--- src/include/csl_pkg.sv ---
/*
 * Constants and types shared by the CAN port status lamp driver.
 * Assumes one 100 MHz system clock; all times become cycle counts here.
 */
package csl_pkg;

	// Clock
	localparam int unsigned CLK_PERIOD_NS = 10;
	localparam int unsigned NS_PER_MS = 1000000;

	// Activity hold after the last frame
	localparam int unsigned HOLD_TIME_MS = 1000;
	localparam int unsigned HOLD_CYCLES = HOLD_TIME_MS * NS_PER_MS / CLK_PERIOD_NS;

	// Blink half period, giving four on/off cycles per second
	localparam int unsigned BLINK_TIME_MS = 125;
	localparam int unsigned BLINK_CYCLES = BLINK_TIME_MS * NS_PER_MS / CLK_PERIOD_NS;

	// Step interval of the pseudo-random activity pattern
	localparam int unsigned ACT_STEP_TIME_MS = 40;
	localparam int unsigned ACT_STEP_CYCLES = ACT_STEP_TIME_MS * NS_PER_MS / CLK_PERIOD_NS;

	// Register port
	localparam int unsigned ADDR_W = 8;
	localparam int unsigned DATA_W = 32;
	localparam logic [7:0] CTRL_OFFSET = 8'h00;
	localparam logic [7:0] STATUS_OFFSET = 8'h04;

	// Control register fields
	localparam int unsigned CTRL_W = 4;
	localparam int unsigned CTRL_SESSION_BIT = 0;
	localparam int unsigned CTRL_RUNNING_BIT = 1;
	localparam int unsigned CTRL_IDENTIFY_BIT = 2;
	localparam int unsigned CTRL_FATAL_BIT = 3;
	localparam logic [3:0] CTRL_RESET = 4'h0;

	// Status register fields
	localparam int unsigned STAT_USAGE_GREEN_BIT = 0;
	localparam int unsigned STAT_USAGE_RED_BIT = 1;
	localparam int unsigned STAT_BUS_GREEN_BIT = 2;
	localparam int unsigned STAT_BUS_RED_BIT = 3;
	localparam int unsigned STAT_HOLD_BIT = 4;
	localparam int unsigned STAT_FAULT_LSB = 5;
	localparam int unsigned STAT_POWER_BIT = 7;
	localparam int unsigned STAT_MODE_LSB = 8;

	// Activity pattern generator
	localparam logic [15:0] LFSR_SEED = 16'hACE1;
	localparam logic [15:0] LFSR_TAPS = 16'hB400;

	// Fault confinement state from the CAN controller
	typedef enum logic [1:0] {
		FAULT_ACTIVE = 2'b00,
		FAULT_PASSIVE = 2'b01,
		FAULT_BUS_OFF = 2'b10,
		FAULT_BUS_OFF_ALT = 2'b11
	} csl_fault_t;

	// Indication chosen for the two lamps, highest priority last
	typedef enum logic [2:0] {
		MODE_DARK = 3'b000,
		MODE_IDLE = 3'b001,
		MODE_TRAFFIC = 3'b010,
		MODE_BUS_OFF = 3'b011,
		MODE_FATAL = 3'b100,
		MODE_IDENT = 3'b101
	} csl_mode_t;

endpackage

--- src/hw/csl_lamp_ctrl.sv ---
/*
 * Status lamp driver for one isolated CAN port: a usage lamp and a bus
 * activity lamp, each red or green, chosen from host session state, port
 * power, frame traffic and the controller's fault confinement state.
 * Assumes frame pulses and fault state come from logic on clk, the power
 * good level comes from a pin, and software uses the plain register port.
 */
// Local design decisions: the plain strobed port and the register offsets.
`timescale 1ns/100ps
`default_nettype none

// Contract
// Two lamps per port, each able to light red or green.
// First lamp mainly shows whether a host session uses the port.
// Second lamp mainly shows traffic activity on the attached bus.
// Blink toggles at a fixed rate of several times per second.
// Activity flashes pseudo-randomly from a traffic-gated shift register.
// No open session leaves both lamps dark.
// Session open, powered, no traffic: first solid green, second dark.
// Traffic and error active: first solid green, second green activity.
// Traffic and error passive: first solid green, second red activity.
// Activity ends one second after the last frame; each frame restarts it.
// Bus off while running: first solid green, second solid red.
// Identification request blinks both lamps green over everything else.
// Catastrophic error blinks both red, yielding only to identification.
module csl_lamp_ctrl
	import csl_pkg::*;
#(
	parameter int unsigned HOLD_CYCLES_P = HOLD_CYCLES,
	parameter int unsigned BLINK_CYCLES_P = BLINK_CYCLES,
	parameter int unsigned ACT_STEP_CYCLES_P = ACT_STEP_CYCLES
) (
	input wire logic clk,
	input wire logic reset_n,
	input wire logic [7:0] reg_addr,
	input wire logic [31:0] reg_wdata,
	input wire logic reg_write,
	input wire logic reg_read,
	output logic [31:0] reg_rdata,
	input wire logic port_power_pin,
	input wire logic tx_frame_done,
	input wire logic rx_frame_done,
	input wire logic [1:0] fault_state,
	output logic usage_lamp_green,
	output logic usage_lamp_red,
	output logic bus_activity_lamp_green,
	output logic bus_activity_lamp_red
);

	logic [3:0] ctrl;
	logic [3:0] next_ctrl;
	logic [31:0] next_rdata;
	logic power_meta;
	logic power_ok;
	logic [31:0] hold_cnt;
	logic [31:0] next_hold_cnt;
	logic hold_active;
	logic frame_seen;
	logic blink_tick;
	logic blink_phase;
	logic next_blink_phase;
	logic act_step;
	logic act_bit;
	logic act_step_gated;
	csl_mode_t mode;
	logic session_open;
	logic hw_running;
	logic identify;
	logic fatal_error;
	logic bus_off;
	logic passive;
	logic next_usage_green;
	logic next_usage_red;
	logic next_bus_green;
	logic next_bus_red;

	assign session_open = ctrl[CTRL_SESSION_BIT];
	assign hw_running = ctrl[CTRL_RUNNING_BIT];
	assign identify = ctrl[CTRL_IDENTIFY_BIT];
	assign fatal_error = ctrl[CTRL_FATAL_BIT];
	assign bus_off = fault_state[1];
	assign passive = (fault_state == FAULT_PASSIVE);
	assign frame_seen = tx_frame_done | rx_frame_done;
	assign hold_active = (hold_cnt != 32'h0);

	// Register port: writes land in the control bits, reads answer next cycle
	always_comb begin
		next_ctrl = ctrl;
		next_rdata = 32'h0;
		if (reg_write && reg_addr == CTRL_OFFSET) begin
			next_ctrl = reg_wdata[CTRL_W-1:0];
		end
		if (reg_read) begin
			unique case (reg_addr)
				CTRL_OFFSET: begin
					next_rdata = {28'h0, ctrl};
				end
				STATUS_OFFSET: begin
					next_rdata[STAT_USAGE_GREEN_BIT] = usage_lamp_green;
					next_rdata[STAT_USAGE_RED_BIT] = usage_lamp_red;
					next_rdata[STAT_BUS_GREEN_BIT] = bus_activity_lamp_green;
					next_rdata[STAT_BUS_RED_BIT] = bus_activity_lamp_red;
					next_rdata[STAT_HOLD_BIT] = hold_active;
					next_rdata[STAT_FAULT_LSB +: 2] = fault_state;
					next_rdata[STAT_POWER_BIT] = power_ok;
					next_rdata[STAT_MODE_LSB +: 3] = mode;
				end
				default: begin
					next_rdata = 32'h0; // Unmapped offsets read as zero
				end
			endcase
		end
	end

	always_ff @(posedge clk or negedge reset_n) begin
		if (!reset_n) begin
			ctrl <= CTRL_RESET;
			reg_rdata <= 32'h0;
		end else begin
			ctrl <= next_ctrl;
			reg_rdata <= next_rdata;
		end
	end

	// Power good arrives from a pin, so it is resynchronised first
	always_ff @(posedge clk or negedge reset_n) begin
		if (!reset_n) begin
			power_meta <= 1'b0;
			power_ok <= 1'b0;
		end else begin
			power_meta <= port_power_pin;
			power_ok <= power_meta;
		end
	end

	// Activity hold: reload on any frame, count down to dark
	always_comb begin
		next_hold_cnt = hold_cnt;
		if (frame_seen) begin
			next_hold_cnt = 32'(HOLD_CYCLES_P);
		end else if (hold_active) begin
			next_hold_cnt = hold_cnt - 32'h1;
		end
	end

	always_ff @(posedge clk or negedge reset_n) begin
		if (!reset_n) begin
			hold_cnt <= 32'h0;
		end else begin
			hold_cnt <= next_hold_cnt;
		end
	end

	// Blink rate divider runs free so both lamps blink in step
	csl_tick_div #(
		.PERIOD(BLINK_CYCLES_P)
	) u_blink_div (
		.clk(clk),
		.reset_n(reset_n),
		.enable(1'b1),
		.tick(blink_tick)
	);

	always_comb begin
		next_blink_phase = blink_phase;
		if (blink_tick) begin
			next_blink_phase = !blink_phase;
		end
	end

	always_ff @(posedge clk or negedge reset_n) begin
		if (!reset_n) begin
			blink_phase <= 1'b0;
		end else begin
			blink_phase <= next_blink_phase;
		end
	end

	// Pattern steps only while traffic is held, so an idle bus freezes it
	csl_tick_div #(
		.PERIOD(ACT_STEP_CYCLES_P)
	) u_act_div (
		.clk(clk),
		.reset_n(reset_n),
		.enable(hold_active),
		.tick(act_step)
	);

	// A tick already in flight when the hold ends must not step the pattern
	assign act_step_gated = act_step && hold_active;

	csl_lfsr u_act_lfsr (
		.clk(clk),
		.reset_n(reset_n),
		.step(act_step_gated),
		.pattern_bit(act_bit)
	);

	// Priority: identify, fatal, no session, bus off, traffic, idle
	always_comb begin
		if (identify) begin
			mode = MODE_IDENT;
		end else if (fatal_error) begin
			mode = MODE_FATAL;
		end else if (!session_open) begin
			mode = MODE_DARK;
		end else if (hw_running && bus_off) begin
			mode = MODE_BUS_OFF;
		end else if (hold_active) begin
			mode = MODE_TRAFFIC;
		end else if (power_ok) begin
			mode = MODE_IDLE;
		end else begin
			mode = MODE_DARK; // Unpowered port shows nothing
		end
	end

	// Colour and pattern per mode; outputs are registered to stay glitch free
	always_comb begin
		next_usage_green = 1'b0;
		next_usage_red = 1'b0;
		next_bus_green = 1'b0;
		next_bus_red = 1'b0;
		unique case (mode)
			MODE_IDENT: begin
				next_usage_green = blink_phase;
				next_bus_green = blink_phase;
			end
			MODE_FATAL: begin
				next_usage_red = blink_phase;
				next_bus_red = blink_phase;
			end
			MODE_BUS_OFF: begin
				next_usage_green = 1'b1;
				next_bus_red = 1'b1;
			end
			MODE_TRAFFIC: begin
				next_usage_green = 1'b1;
				next_bus_green = !passive && act_bit;
				next_bus_red = passive && act_bit;
			end
			MODE_IDLE: begin
				next_usage_green = 1'b1;
			end
			MODE_DARK: begin
				next_usage_green = 1'b0;
			end
			default: begin
				next_usage_green = 1'b0;
			end
		endcase
	end

	// Two bicolour lamps, one drive line per colour
	always_ff @(posedge clk or negedge reset_n) begin
		if (!reset_n) begin
			usage_lamp_green <= 1'b0;
			usage_lamp_red <= 1'b0;
			bus_activity_lamp_green <= 1'b0;
			bus_activity_lamp_red <= 1'b0;
		end else begin
			usage_lamp_green <= next_usage_green;
			usage_lamp_red <= next_usage_red;
			bus_activity_lamp_green <= next_bus_green;
			bus_activity_lamp_red <= next_bus_red;
		end
	end
endmodule

`default_nettype wire

--- src/hw/csl_lfsr.sv ---
/*
 * Sixteen-bit Galois shift register for the pseudo-random activity flicker.
 * Assumes step is a one-cycle enable from the same clock.
 */
`timescale 1ns/100ps
`default_nettype none

module csl_lfsr
	import csl_pkg::*;
(
	input wire logic clk,
	input wire logic reset_n,
	input wire logic step,
	output logic pattern_bit
);

	logic [15:0] state;
	logic [15:0] next_state;

	// Shift right and fold the taps in; a nonzero seed never reaches all zeros
	always_comb begin
		next_state = state;
		if (step) begin
			next_state = {1'b0, state[15:1]} ^ (state[0] ? LFSR_TAPS : 16'h0000);
		end
	end

	always_ff @(posedge clk or negedge reset_n) begin
		if (!reset_n) begin
			state <= LFSR_SEED;
		end else begin
			state <= next_state;
		end
	end

	assign pattern_bit = state[0]; // Straight from a flip-flop

endmodule

`default_nettype wire

--- src/hw/csl_tick_div.sv ---
/*
 * Free-running divider producing a one-cycle enable pulse every PERIOD cycles.
 * Assumes PERIOD of at least one; a low enable holds the count at zero.
 */
`timescale 1ns/100ps
`default_nettype none

module csl_tick_div
	import csl_pkg::*;
#(
	parameter int unsigned PERIOD = 4
) (
	input wire logic clk,
	input wire logic reset_n,
	input wire logic enable,
	output logic tick
);

	logic [31:0] count;
	logic [31:0] next_count;
	logic next_tick;

	// Count up and wrap; restarting on enable keeps the first step a full period
	always_comb begin
		next_count = count;
		next_tick = 1'b0;
		if (!enable) begin
			next_count = 32'h0;
		end else if (count == 32'(PERIOD - 1)) begin
			next_count = 32'h0;
			next_tick = 1'b1;
		end else begin
			next_count = count + 32'h1;
		end
	end

	always_ff @(posedge clk or negedge reset_n) begin
		if (!reset_n) begin
			count <= 32'h0;
			tick <= 1'b0;
		end else begin
			count <= next_count;
			tick <= next_tick;
		end
	end

endmodule

`default_nettype wire

--- config.mk ---
export PLATFORM = sky130hd
export DESIGN_NAME = csl_lamp_ctrl
export DESIGN_NICKNAME = d
export VERILOG_FILES = /design/src/include/csl_pkg.sv /design/src/hw/csl_lamp_ctrl.sv /design/src/hw/csl_lfsr.sv /design/src/hw/csl_tick_div.sv
export SDC_FILE = /design/constraint.sdc
export NUM_CORES = 1
export LEC_CHECK = 0
export ABC_CLOCK_PERIOD_IN_PS = 4300
export BUFFER_PORTS_ARGS = -buffer_cell sky130_fd_sc_hd__buf_4
export CAP_MARGIN = 20
export CORE_MARGIN = 1.5
export CORE_UTILIZATION = 40
export CTS_CLUSTER_SIZE = 28
export DETAILED_ROUTE_END_ITERATION = 8
export PLACE_DENSITY_LB_ADDON = 0.12
export SKIP_CTS_REPAIR_TIMING = 1
export SLEW_MARGIN = 20
export SYNTH_ARGS = -nofsm -noshare
export SYNTH_HDL_FRONTEND = slang
export SYNTH_SLANG_ARGS = --single-unit
export TNS_END_PERCENT = 10
--- constraint.sdc ---
create_clock -name clk -period 4.3 [get_ports clk]
set_input_delay 0.215 -clock clk [delete_from_list [all_inputs] [get_ports clk]]
set_output_delay 0.215 -clock clk [all_outputs]
set_load 0.01 [all_outputs]
==> results of run 1 <==
-- state kept, by name (all words and copies together), names as in the netlist --
name                     count
ctrl                         4
u_act_div.count             32
bus_activity_lamp_red        1
bus_activity_lamp_green      1
blink_phase                  1
power_meta                   1
u_act_lfsr.state            16
reg_rdata                   11
u_act_div.tick               1
u_blink_div.count           32
u_blink_div.tick             1
hold_cnt                    32
power_ok                     1
usage_lamp_red               1
usage_lamp_green             1
-- worst register-to-register path, stage by stage (launching register included) --
cell and delay, ns:
dfrtp_1 0.43, or4_1 0.67, or4_4 0.58, or4_4 0.59, or4_1 0.43, a21oi_1 0.17
-- where the power goes --
part / internal [W] / switching, W / leakage (nW)
sequential: 0.00129 / 0.0000112 / 1.77
clock: 0.000925 / 0.000530 / 0.296
combinational: 0.0000416 / 0.0000720 / 1.19
total: 0.00226 / 0.000613 / 3.26
-- per-stage QoR --
stage,instances,total power [W],hold slack (ns)
3_3_place_gp,867,0.00144,0.335
3_5_place_dp,867,0.00144,0.336
2_1_floorplan,649,0.00140,-0.0806
4_1_cts,899,0.00291,-0.113
5_1_grt,901,0.00298,0.00500
6_report,901,0.00287,0.0262
-- cells in the mapped netlist, types with 2 or more instances --
cell	number
dfrtp_1	128
nor2_1	83
xor2_1	46
nand2_1	43
nand3_1	35
xnor2_1	28
nand4_1	24
nor4_1	23
buf_4	21
nor3_1	18
mux2_2	16
a21oi_1	15
clkbuf_1	14
or4_1	14
o21ai_0	13
inv_1	10
or3_1	9
and3_1	8
dfstp_2	8
o31ai_1	8
nor4b_1	6
or3_2	5
mux2i_1	4
nand2b_1	4
o41ai_1	4
buf_2	3
ha_1	3
nand3b_1	3
nand4b_1	3
nor2b_1	3
or2_2	3
a211oi_1	2
a31o_2	2
a31oi_1	2
and2_1	2
o211ai_1	2
or4_2	2
or4_4	2
-- routing by layer --
metal	up-vias	share of wire	GRT usage
li1	2267	-	-
met1	2310	0.48	0.226
met2	57	0.48	0.261
met3	14	0.028	0.0467
met4	0	0.011	0.0660
met5	-	0	0
-- cell families (layout without fill, tap and decap cells) --
group           count (synthesis)  in the layout
xor+xnor                       74             74
compound gates                 51             51
fa+ha+maj                       3              3
other cells                     1             21
buf+inv                        50             86
flops                         136            136
simple gates                  294            294
mux                            20             20
-- cell usage in the layout (no fill, tap or decap), types with 9 or more instances in the layout --
cell         n
dfrtp_1    128
nor2_1      83
xor2_1      46
nand2_1     43
buf_4       41
nand3_1     35
xnor2_1     28
nand4_1     24
nor4_1      22
conb_1      21
nor3_1      18
clkbuf_16   17
mux2_2      16
a21oi_1     15
or4_1       14
o21ai_0     13
inv_1       10
or3_1        9
-- how the worst max path moves through the flow --
stage,cells after the start,endpoint,slack (ns)
after global placement,5,hold_cnt[27],1.41
after floorplan,7,hold_cnt[29],1.49
after detailed placement,5,hold_cnt[25],1.36
final,5,hold_cnt[27],1.36
after global routing,5,hold_cnt[27],1.25
after CTS,5,hold_cnt[27],1.37
-- area by class of cell --
class	count	area, µm²	area share
Clock inverter	8	92.6	0.0123
Tap cell	216	270	0.0360
Inverter	10	37.5	0.00500
Timing Repair Buffer	44	342	0.0455
Multi-Input combinational cell	463	2860	0.380
Clock buffer	24	502	0.0668
Sequential cell	136	3410	0.454
==> results.txt, run 1 <==
Initial antenna violation count = 0
Most used DFF post-synth = dfrtp_1
Slack of the critical path = 1.36 ns
Reg2Reg Launch Point = hold_cnt[4]
Compound-Gate Fraction of Synth Area = 0.0502
Max-slew violations = 0
Area grow syn2layout = 16.4%
Reg2reg end = hold_cnt[27]
Vias post-DR = 4648
Family with the most delay on the worst path = simple AND/OR/NAND/NOR gates
DRT antenna net count = 0
Peak VDD IR = 286 µV
Area share of xor/xnor cells in the synthesized design = 0.100
Drt pass-1 iters = 4
Max incr delay on CP = 0.66 ns
Reg2Reg Setup Slack = 1.36 ns
# fillers = 1482
CP Launch Type = flop
Worst hold path class = input pin to flop
Synth Area per Inst = 10.3 µm²
Cts bufs inserted = 17
Drt via density = 5.16
Crit. End Element = flop
ANT cells = 0
DPL Wire Length = 8640 µm
WS Path Type = flop to flop
Grt total ovfl = 0
Cell taking the most area after synthesis = dfrtp_1
Hold Path Origin = reg_wdata[0]
Buf/Inv on CP = 0
Power Dens Cells = 382 nW/µm²
DR WL/cell = 14.6 µm
Final setup viols = 0
Asr flop ratio synth = 1.00
DIE WIDTH = 130 µm
Largest net degree at the start of global routing = 110
Worst slew pin tran = 0.920 ns
Synth Register Bits = 136
CP max stage cell = or4_1
Placeable Area = 15800 µm²
Total global-route track usage = 0.169
Worst Setup SP = hold_cnt[4]
Share of post-route cells with drive strength above 1 = 0.169
Total number of yosys warnings = 0
Number of synthesized flops with an enable pin = 0
Final nets = 724
Worst reg-to-reg path cell count = 5
Clk buf depth = 2
Worst Path Arrival = 3.28 ns
Period utilisation layout = 0.684
Crit path max fanout = 13
DRC Markers = 0
Largest family of logic cells by synthesized area = simple AND/OR/NAND/NOR gates
CTS clk-pin slew, worst paths = 0.06 ns
Drt initial violations = 295
First-pass GRT wire length = 22400 µm
Slew headroom = 0.384
Clock Latency Late Sink = 0.42 ns
Die area = 16900 µm²
Worst-path cell chain = or4_1, or4_4, or4_4, or4_1, a21oi_1
End point of the worst hold path = ctrl[0]
Routed wire length = 13100 µm
Worst hold stages = 2
Clock Skew = 0.0135 ns
Sequential share of the synthesized area = 0.529
Std-Cell Rows = 46
Lkg Pwr = 3.26 nW
Synth Area in Adders = 0.00582
Required @ worst endpoint = 4.64 ns
Util after Layout = 0.475
Post-Synth Simple-Gate Area = 0.237
Status = finished clean
Mux cell area share after synthesis = 0.0341
Mapped Cells = 629
Cell Area, Synth = 6450 µm²
Yosys cell types = 48
CTS HTree Levels = 4
Clock sink count = 136
DP Area = 6890 µm²
Cell area after layout = 7510 µm²
Area contributors post-synth = dfrtp_1 (50%), xor2_1 (6.2%), nor2_1 (4.8%)
Die height = 130 µm
Final-report hold violation count = 0
Vias in the first global route = 4645
Pre-CTS WS = 1.36 ns
Top-area cell type share of the netlist area = 0.496
Initial Utilization = 0.408
Port Buffers = 35
Max Fclk = 340 MHz
Root Driver = clkbuf_16
# IOs = 85
Final TNS setup = 0 ns
RD Place Congestion = 0.789
Unrepaired setup endpoints after global routing = false
Tmin final = 2.94 ns
MaxCap Viol Count = 0
CTS tree = done
Power figures use the tool's default switching activity.
==> run 2, diff against run 1 <==
ABC_AREA = 1   (was unset)
ABC_CLOCK_PERIOD_IN_PS = 2700   (was 4300)
clock period = 2.7 ns   (was 4.3 ns; I/O delays follow)
==> run 2 against run 1 <==
The run now ends with hold timing left. Largest cell class is now multi-input combinational cells. Wire length up 36%. Global-route usage up 2.0 points. Register-to-register slack worse by 0.68 ns. Fmax up 45%. Sequential cell count unchanged. Critical endpoint is now u_act_lfsr.state[3]. Synthesized cell count up 60%. Synthesized area up 17%. Sequential power up 59%. Non-clock buffer count up 7. Setup slack worse by 0.68 ns. Total power up 63%. Final cell count up 46%.
==> results.txt, run 2 <==
Area grow syn2layout = 15.3%
First-pass GRT wire length = 29700 µm (+33%)
CTS HTree Levels = 4 (unchanged)
P_int = 0.00351 W (+56%)
RD Place Congestion = 0.934 (+18%)
Psw = 0.00118 W (+92%)
Period utilisation layout = 0.750 (+0.0659)
Met3 usage = 0.0336 (-0.0131)
Vias post-DR = 6265 (+35%)
Clk buf depth = 2 (unchanged)
Port Buffers = 35 (unchanged)
Slack of the critical path = 0.676 ns (-0.684 ns)
Most used DFF post-synth = dfrtp_1
Hold Path Origin = reg_read
# IOs = 85 (unchanged)
# fillers = 1907 (+29%)
Register area = 3410 µm² (unchanged)
Mapped Cells = 1008 (+60%)
Peak VDD IR = 440 µV (+54%)
Comb pwr share = 0.051 (+0.011)
Reg2Reg Launch Point = hold_cnt[0]
Cell taking the most area after synthesis = dfrtp_1
Clock Latency Late Sink = 0.43 ns (about the same)
Number of synthesized flops with an enable pin = 0 (unchanged)
CTS clk-pin slew, worst paths = 0.06 ns (about the same)
Cell Area, Synth = 7580 µm² (+17%)
DPL Wire Length = 13400 µm (+55%)
GR peak layer = met2
Worst slew pin tran = 0.675 ns (-0.245 ns)
Final setup viols = 0 (unchanged)
Crit. End Element = flop
Placeable Area = 18600 µm² (+18%)
Met2 Usage GRT = 0.308 (+0.0468)
Worst Setup SP = hold_cnt[0]
Asr flop ratio synth = 1.00 (unchanged)
Drt initial violations = 367 (+24%)
DR WL/cell = 13.6 µm (-6.7%)
Top-area cell type share of the netlist area = 0.422 (-0.0738)
Switching Share = 0.251 (+0.0375)
Sequential share of the synthesized area = 0.450 (-0.0786)
Max incr delay on CP = 0.39 ns (-0.27 ns)
Clock sink count = 136 (unchanged)
Worst Path Arrival = 2.34 ns (-0.94 ns)
Cts bufs inserted = 17 (unchanged)
Grt total ovfl = 0 (unchanged)
DRC Markers = 0 (unchanged)
Std-Cell Rows = 50 (+8.7%)
Initial antenna violation count = 0 (unchanged)
Worst-path cell chain = inv_1, ha_1, nand2_2, nor2_4, nand3_2, nand2_2, inv_2, nand2_1, nand2_1
Max-slew violations = 0 (unchanged)
Die area = 19800 µm² (+17%)
Max Fclk = 494 MHz (+45%)
Status = finished with violations
Pre-CTS WS = 0.666 ns (-0.694 ns)
Commonest cells in the netlist = nand2_1 (262), nor2_1 (189), dfrtp_1 (128), inv_1 (105), nand3_1 (66)
CP max stage cell = dfrtp_1
Most common cell after layout, fill and taps aside = nand2_1
DRT antenna net count = 0 (unchanged)
Largest net degree at the start of global routing = 72 (-35%)
Hold WS = -0.00641 ns (-0.0326 ns)
Power Dens Cells = 537 nW/µm² (+40%)
Final nets = 1117 (+54%)
DIE WIDTH = 141 µm (+8.2%)
Synth Area per Inst = 7.52 µm² (-27%)
Routed wire length = 17900 µm (+36%)
Vias in the first global route = 5931 (+28%)
Share of post-route cells with drive strength above 1 = 0.107 (-0.0627)
Family with the most delay on the worst path = simple AND/OR/NAND/NOR gates
Final TNS setup = 0 ns (unchanged)
WS Path Type = flop to flop
Lkg Pwr = 4.13 nW (+27%)
Area taken by multi-input logic gates = 3610 µm² (+26%)
Drt via density = 4.78 (-7.4%)
Final Power = 0.00469 W (+63%)
Sequential share of power = 0.442 (-0.012)
Final-report hold violation count = 1 (+1)
Required @ worst endpoint = 3.02 ns (-1.62 ns)
MaxCap Viol Count = 0 (unchanged)
Buf/Inv on CP = 2 (+2)
Slew headroom = 0.550 (+0.166)
Util after Layout = 0.469 (-0.00578)
CP Launch Type = flop
Clock network fraction of total power = 0.508 (about the same)
Area contributors post-synth = dfrtp_1 (42%), nand2_1 (13%), nor2_1 (9.4%)
Worst hold stages = 3 (+1)
Failing checks = hold timing
Worst hold path class = input pin to flop
Crit. path cell count = 9 (+4)
Synth Register Bits = 136 (unchanged)
Tmin final = 2.02 ns (-0.916 ns)
Top flop regs = hold_cnt x32, u_act_div.count x32, u_blink_div.count x32
CTS tree = done
Total global-route track usage = 0.189 (+0.0203)
Most frequent cells in the layout = nand2_1 (262), nor2_1 (189), dfrtp_1 (128), inv_1 (105), nand3_1 (66)
Yosys cell types = 39 (-19%)
Initial Utilization = 0.407 (-0.00111)
Die height = 141 µm (+8.2%)
Drt pass-1 iters = 5 (+1)
Clock Skew = 0.0102 ns (-0.00331 ns)
Worst reg-to-reg path cell count = 9 (+4)
Root Driver = clkbuf_16
Unrepaired setup endpoints after global routing = false
Crit path max fanout = 20 (+7)
Total number of yosys warnings = 0 (unchanged)
ANT cells = 0 (unchanged)
Most frequent cell after synthesis = nand2_1
Met1 Resource Use GR = 0.258 (+0.0315)
## run 2: changes by cell type in the layout (fill, tap and decap cells not counted), moves of 9 or more
cell,change
nor3_1,+43
inv_1,+95
a21oi_1,-9
or3_1,-9
nand3_1,+31
dlygate4sd3_1,+9
mux2_2,-16
nand2_1,+219
or4_1,-14
xnor2_1,-11
nor4_1,-17
nor2_1,+106
## run 2: power by group through the flow
stage	registers, W	clock network [W]	logic [W]
2_1_floorplan	0.00210	0	0.000151
3_3_place_gp	0.00211	0	0.000228
3_5_place_dp	0.00211	0	0.000231
4_1_cts	0.00207	0.00243	0.000232
5_1_grt	0.00207	0.00251	0.000271
6_report	0.00207	0.00238	0.000238
## run 2: kinds of logic (layout without fill, tap and decap cells)
group / Yosys count / after routing / synth area share
fa+ha+maj: 3 / 3 / 0.00495
buf+inv: 141 / 191 / 0.0840
simple gates: 643 / 643 / 0.374
flops: 136 / 136 / 0.450
xor+xnor: 61 / 61 / 0.0705
compound gates: 23 / 23 / 0.0162
other cells: 1 / 21 / 0.000495
## run 2: through the flow
step           std cells  area (µm²)
4_1_cts             1301        8630
3_3_place_gp        1269        8040
6_report            1312        8740
2_1_floorplan       1028        7660
5_1_grt             1312        8740
3_5_place_dp        1269        8040
## run 2: per-layer routing
metal / part of all wire / up-vias
li1: - / 3244
met1: 0.48 / 2894
met2: 0.47 / 107
met3: 0.030 / 20
met4: 0.015 / 0
met5: 0 / -
## run 2: final timing paths
kind                                         to  slack (ns)
setup / recovery            u_act_lfsr.state[3]        0.68
hold / removal                     reg_rdata[2]      -0.006
setup reg to reg            u_act_lfsr.state[3]        0.68
hold reg to reg                        power_ok        0.39
max in group asynchronous  u_blink_div.count[8]        1.65
min in group asynchronous   u_act_div.count[28]        0.27
## run 2: tightest hold or removal path: stages
cell,delay (ns)
buf_4,0.10
nand3_1,0.08
nand2_1,0.07
## run 2: layout make-up
class                   count  area share
clock buffers              18      0.0491
clock inverters            14      0.0190
inverters                 108      0.0465
multi-input cells         751       0.413
flip-flops and latches    136       0.390
well taps                 234      0.0335
repair buffers             51      0.0488
==> run 3, diff against run 2 <==
ABC_CLOCK_PERIOD_IN_PS = 2100   (was 2700)
clock period = 2.1 ns   (was 2.7 ns; I/O delays follow)
==> run 3 against run 2 <==
Largest cell class unchanged. The run now ends clean. Cell area up 1.6%. Setup slack got worse by 0.42 ns. Critical path type unchanged. Highest routed layer unchanged. Die area is the same. Combinational power up 30%. Core utilization grew 0.73 points.
==> results.txt, run 3 (synthesized netlist as in run 2, its figures left out) <==
Status = finished clean
Final setup viols = 0 (unchanged)
CTS clk-pin slew, worst paths = 0.06 ns (about the same)
DRC Markers = 0 (unchanged)
Most common cell after layout, fill and taps aside = nand2_1
Drt via density = 4.72 (-1.1%)
Std-Cell Rows = 50 (unchanged)
RD Place Congestion = 0.907 (-2.8%)
Crit. End Element = flop
DR WL/cell = 13.5 µm (-1.1%)
Share of post-route cells with drive strength above 1 = 0.113 (+0.00658)
# IOs = 85 (unchanged)
Register area = 3410 µm² (unchanged)
Crit path max fanout = 14 (-30%)
Final Power = 0.00630 W (+34%)
Reg2Reg Launch Point = hold_cnt[0]
# fillers = 1863 (-2.3%)
Worst reg-to-reg path cell count = 10 (+1)
Port Buffers = 35 (unchanged)
Power Dens Cells = 709 nW/µm² (+32%)
Drt initial violations = 397 (+8.2%)
Drt pass-1 iters = 5 (unchanged)
MaxCap Viol Count = 0 (unchanged)
Top flop regs = hold_cnt x32, u_act_div.count x32, u_blink_div.count x32
DRT antenna net count = 0 (unchanged)
CTS HTree Levels = 4 (unchanged)
Clock Latency Late Sink = 0.42 ns (about the same)
Largest net degree at the start of global routing = 52 (-28%)
Hold WS = 0.0172 ns (+0.0236 ns)
DIE WIDTH = 141 µm (unchanged)
Clk buf depth = 2 (unchanged)
Max Fclk = 543 MHz (+10%)
Tmin final = 1.84 ns (-0.183 ns)
Clock sink count = 136 (unchanged)
Required @ worst endpoint = 2.43 ns (-0.59 ns)
Unrepaired setup endpoints after global routing = false
Max-slew violations = 0 (unchanged)
DPL Wire Length = 13400 µm (+0.34%)
Lkg Pwr = 4.21 nW (+2.0%)
Worst Setup SP = hold_cnt[0]
Final nets = 1125 (+0.72%)
Vias post-DR = 6232 (-0.53%)
Area grow syn2layout = 17.1%
Die area = 19800 µm² (unchanged)
Total global-route track usage = 0.190 (+0.000565)
Worst slew pin tran = 0.550 ns (-0.125 ns)
Slew headroom = 0.631 (+0.0805)
First-pass GRT wire length = 29700 µm (unchanged)
Initial antenna violation count = 0 (unchanged)
ANT cells = 0 (unchanged)
Reg2reg end = hold_cnt[0]
CP Launch Type = flop
Placeable Area = 18600 µm² (unchanged)
Initial Utilization = 0.407 (unchanged)
Cts bufs inserted = 17 (unchanged)
Root Driver = clkbuf_16
Area taken by multi-input logic gates = 3610 µm² (unchanged)
Clock Skew = 0.0109 ns (+0.000718 ns)
Cell area after layout = 8880 µm² (+1.6%)
Die height = 141 µm (unchanged)
WS Path Type = flop to flop
Most frequent cells in the layout = nand2_1 (262), nor2_1 (189), dfrtp_1 (128), inv_1 (105), nand3_1 (66)
Reg2Reg Setup Slack = 0.26 ns (-0.42 ns)
Vias in the first global route = 6105 (+2.9%)
Slack of the critical path = 0.260 ns (-0.417 ns)
Pre-CTS WS = 0.220 ns (-0.446 ns)
Period utilisation layout = 0.876 (+0.127)
Final-report hold violation count = 0 (-1)
Crit path to = hold_cnt[0]
Final TNS setup = 0 ns (unchanged)
Routed wire length = 17800 µm (-0.45%)
Worst Path Arrival = 2.17 ns (-0.17 ns)
CTS tree = done
Grt total ovfl = 0 (unchanged)
Worst hold path class = input pin to flop
DP Area = 8100 µm² (+0.81%)
Peak VDD IR = 524 µV (+19%)
==> run 3: power by group <==
part	leakage [nW]	internal [W]	total, W	switching [W]
Combinational	2.13	0.000101	0.000310	0.000210
Sequential	1.77	0.00264	0.00266	0.0000212
Clock	0.313	0.00215	0.00332	0.00118
Total	4.21	0.00489	0.00630	0.00141
==> run 3: critical path, stage by stage, from the launching register on <==
cell,delay (ns)
dfrtp_1,0.38
inv_1,0.10
ha_1,0.18
nand2_2,0.13
nor2_4,0.21
nand2_4,0.09
nor2_8,0.22
nand2_4,0.17
clkinv_2,0.17
nand2_1,0.06
o21ai_0,0.07
==> run 3: worst min-delay path by stage <==
stage                start             endpoint  slack (ns)  cells after the start
6_report       reg_addr[3]         reg_rdata[3]        0.02                      4
5_1_grt        reg_addr[3]         reg_rdata[2]        0.03                      4
4_1_cts            reset_n  u_act_div.count[24]       -0.40                      1
3_5_place_dp       reset_n  u_act_div.count[24]        0.05                      1
3_3_place_gp       reset_n  u_act_div.count[24]        0.05                      1
2_1_floorplan      reset_n          blink_phase       -0.19                      0
==> run 3: stage by stage <==
step | util | std cells
after floorplan | - | 1028
after detailed placement | 0.435 | 1276
final | 0.476 | 1320
after global placement | 0.435 | 1276
after global routing | 0.476 | 1320
after CTS | 0.470 | 1308
==> run 3: cell type report <==
type | count | share of cell area
Multi-Input combinational cell | 751 | 0.406
Sequential cell | 136 | 0.384
Timing Repair Buffer | 59 | 0.0565
Clock buffer | 18 | 0.0495
Inverter | 108 | 0.0458
Tap cell | 234 | 0.0330
Clock inverter | 14 | 0.0245
==> run 3: metal layers <==
metal,wire length [µm],vias up,GRT usage
met1,8480,2837,0.245
met5,0,-,0
met2,8340,105,0.314
li1,-,3258,-
met4,429,0,0.0707
met3,520,32,0.0397
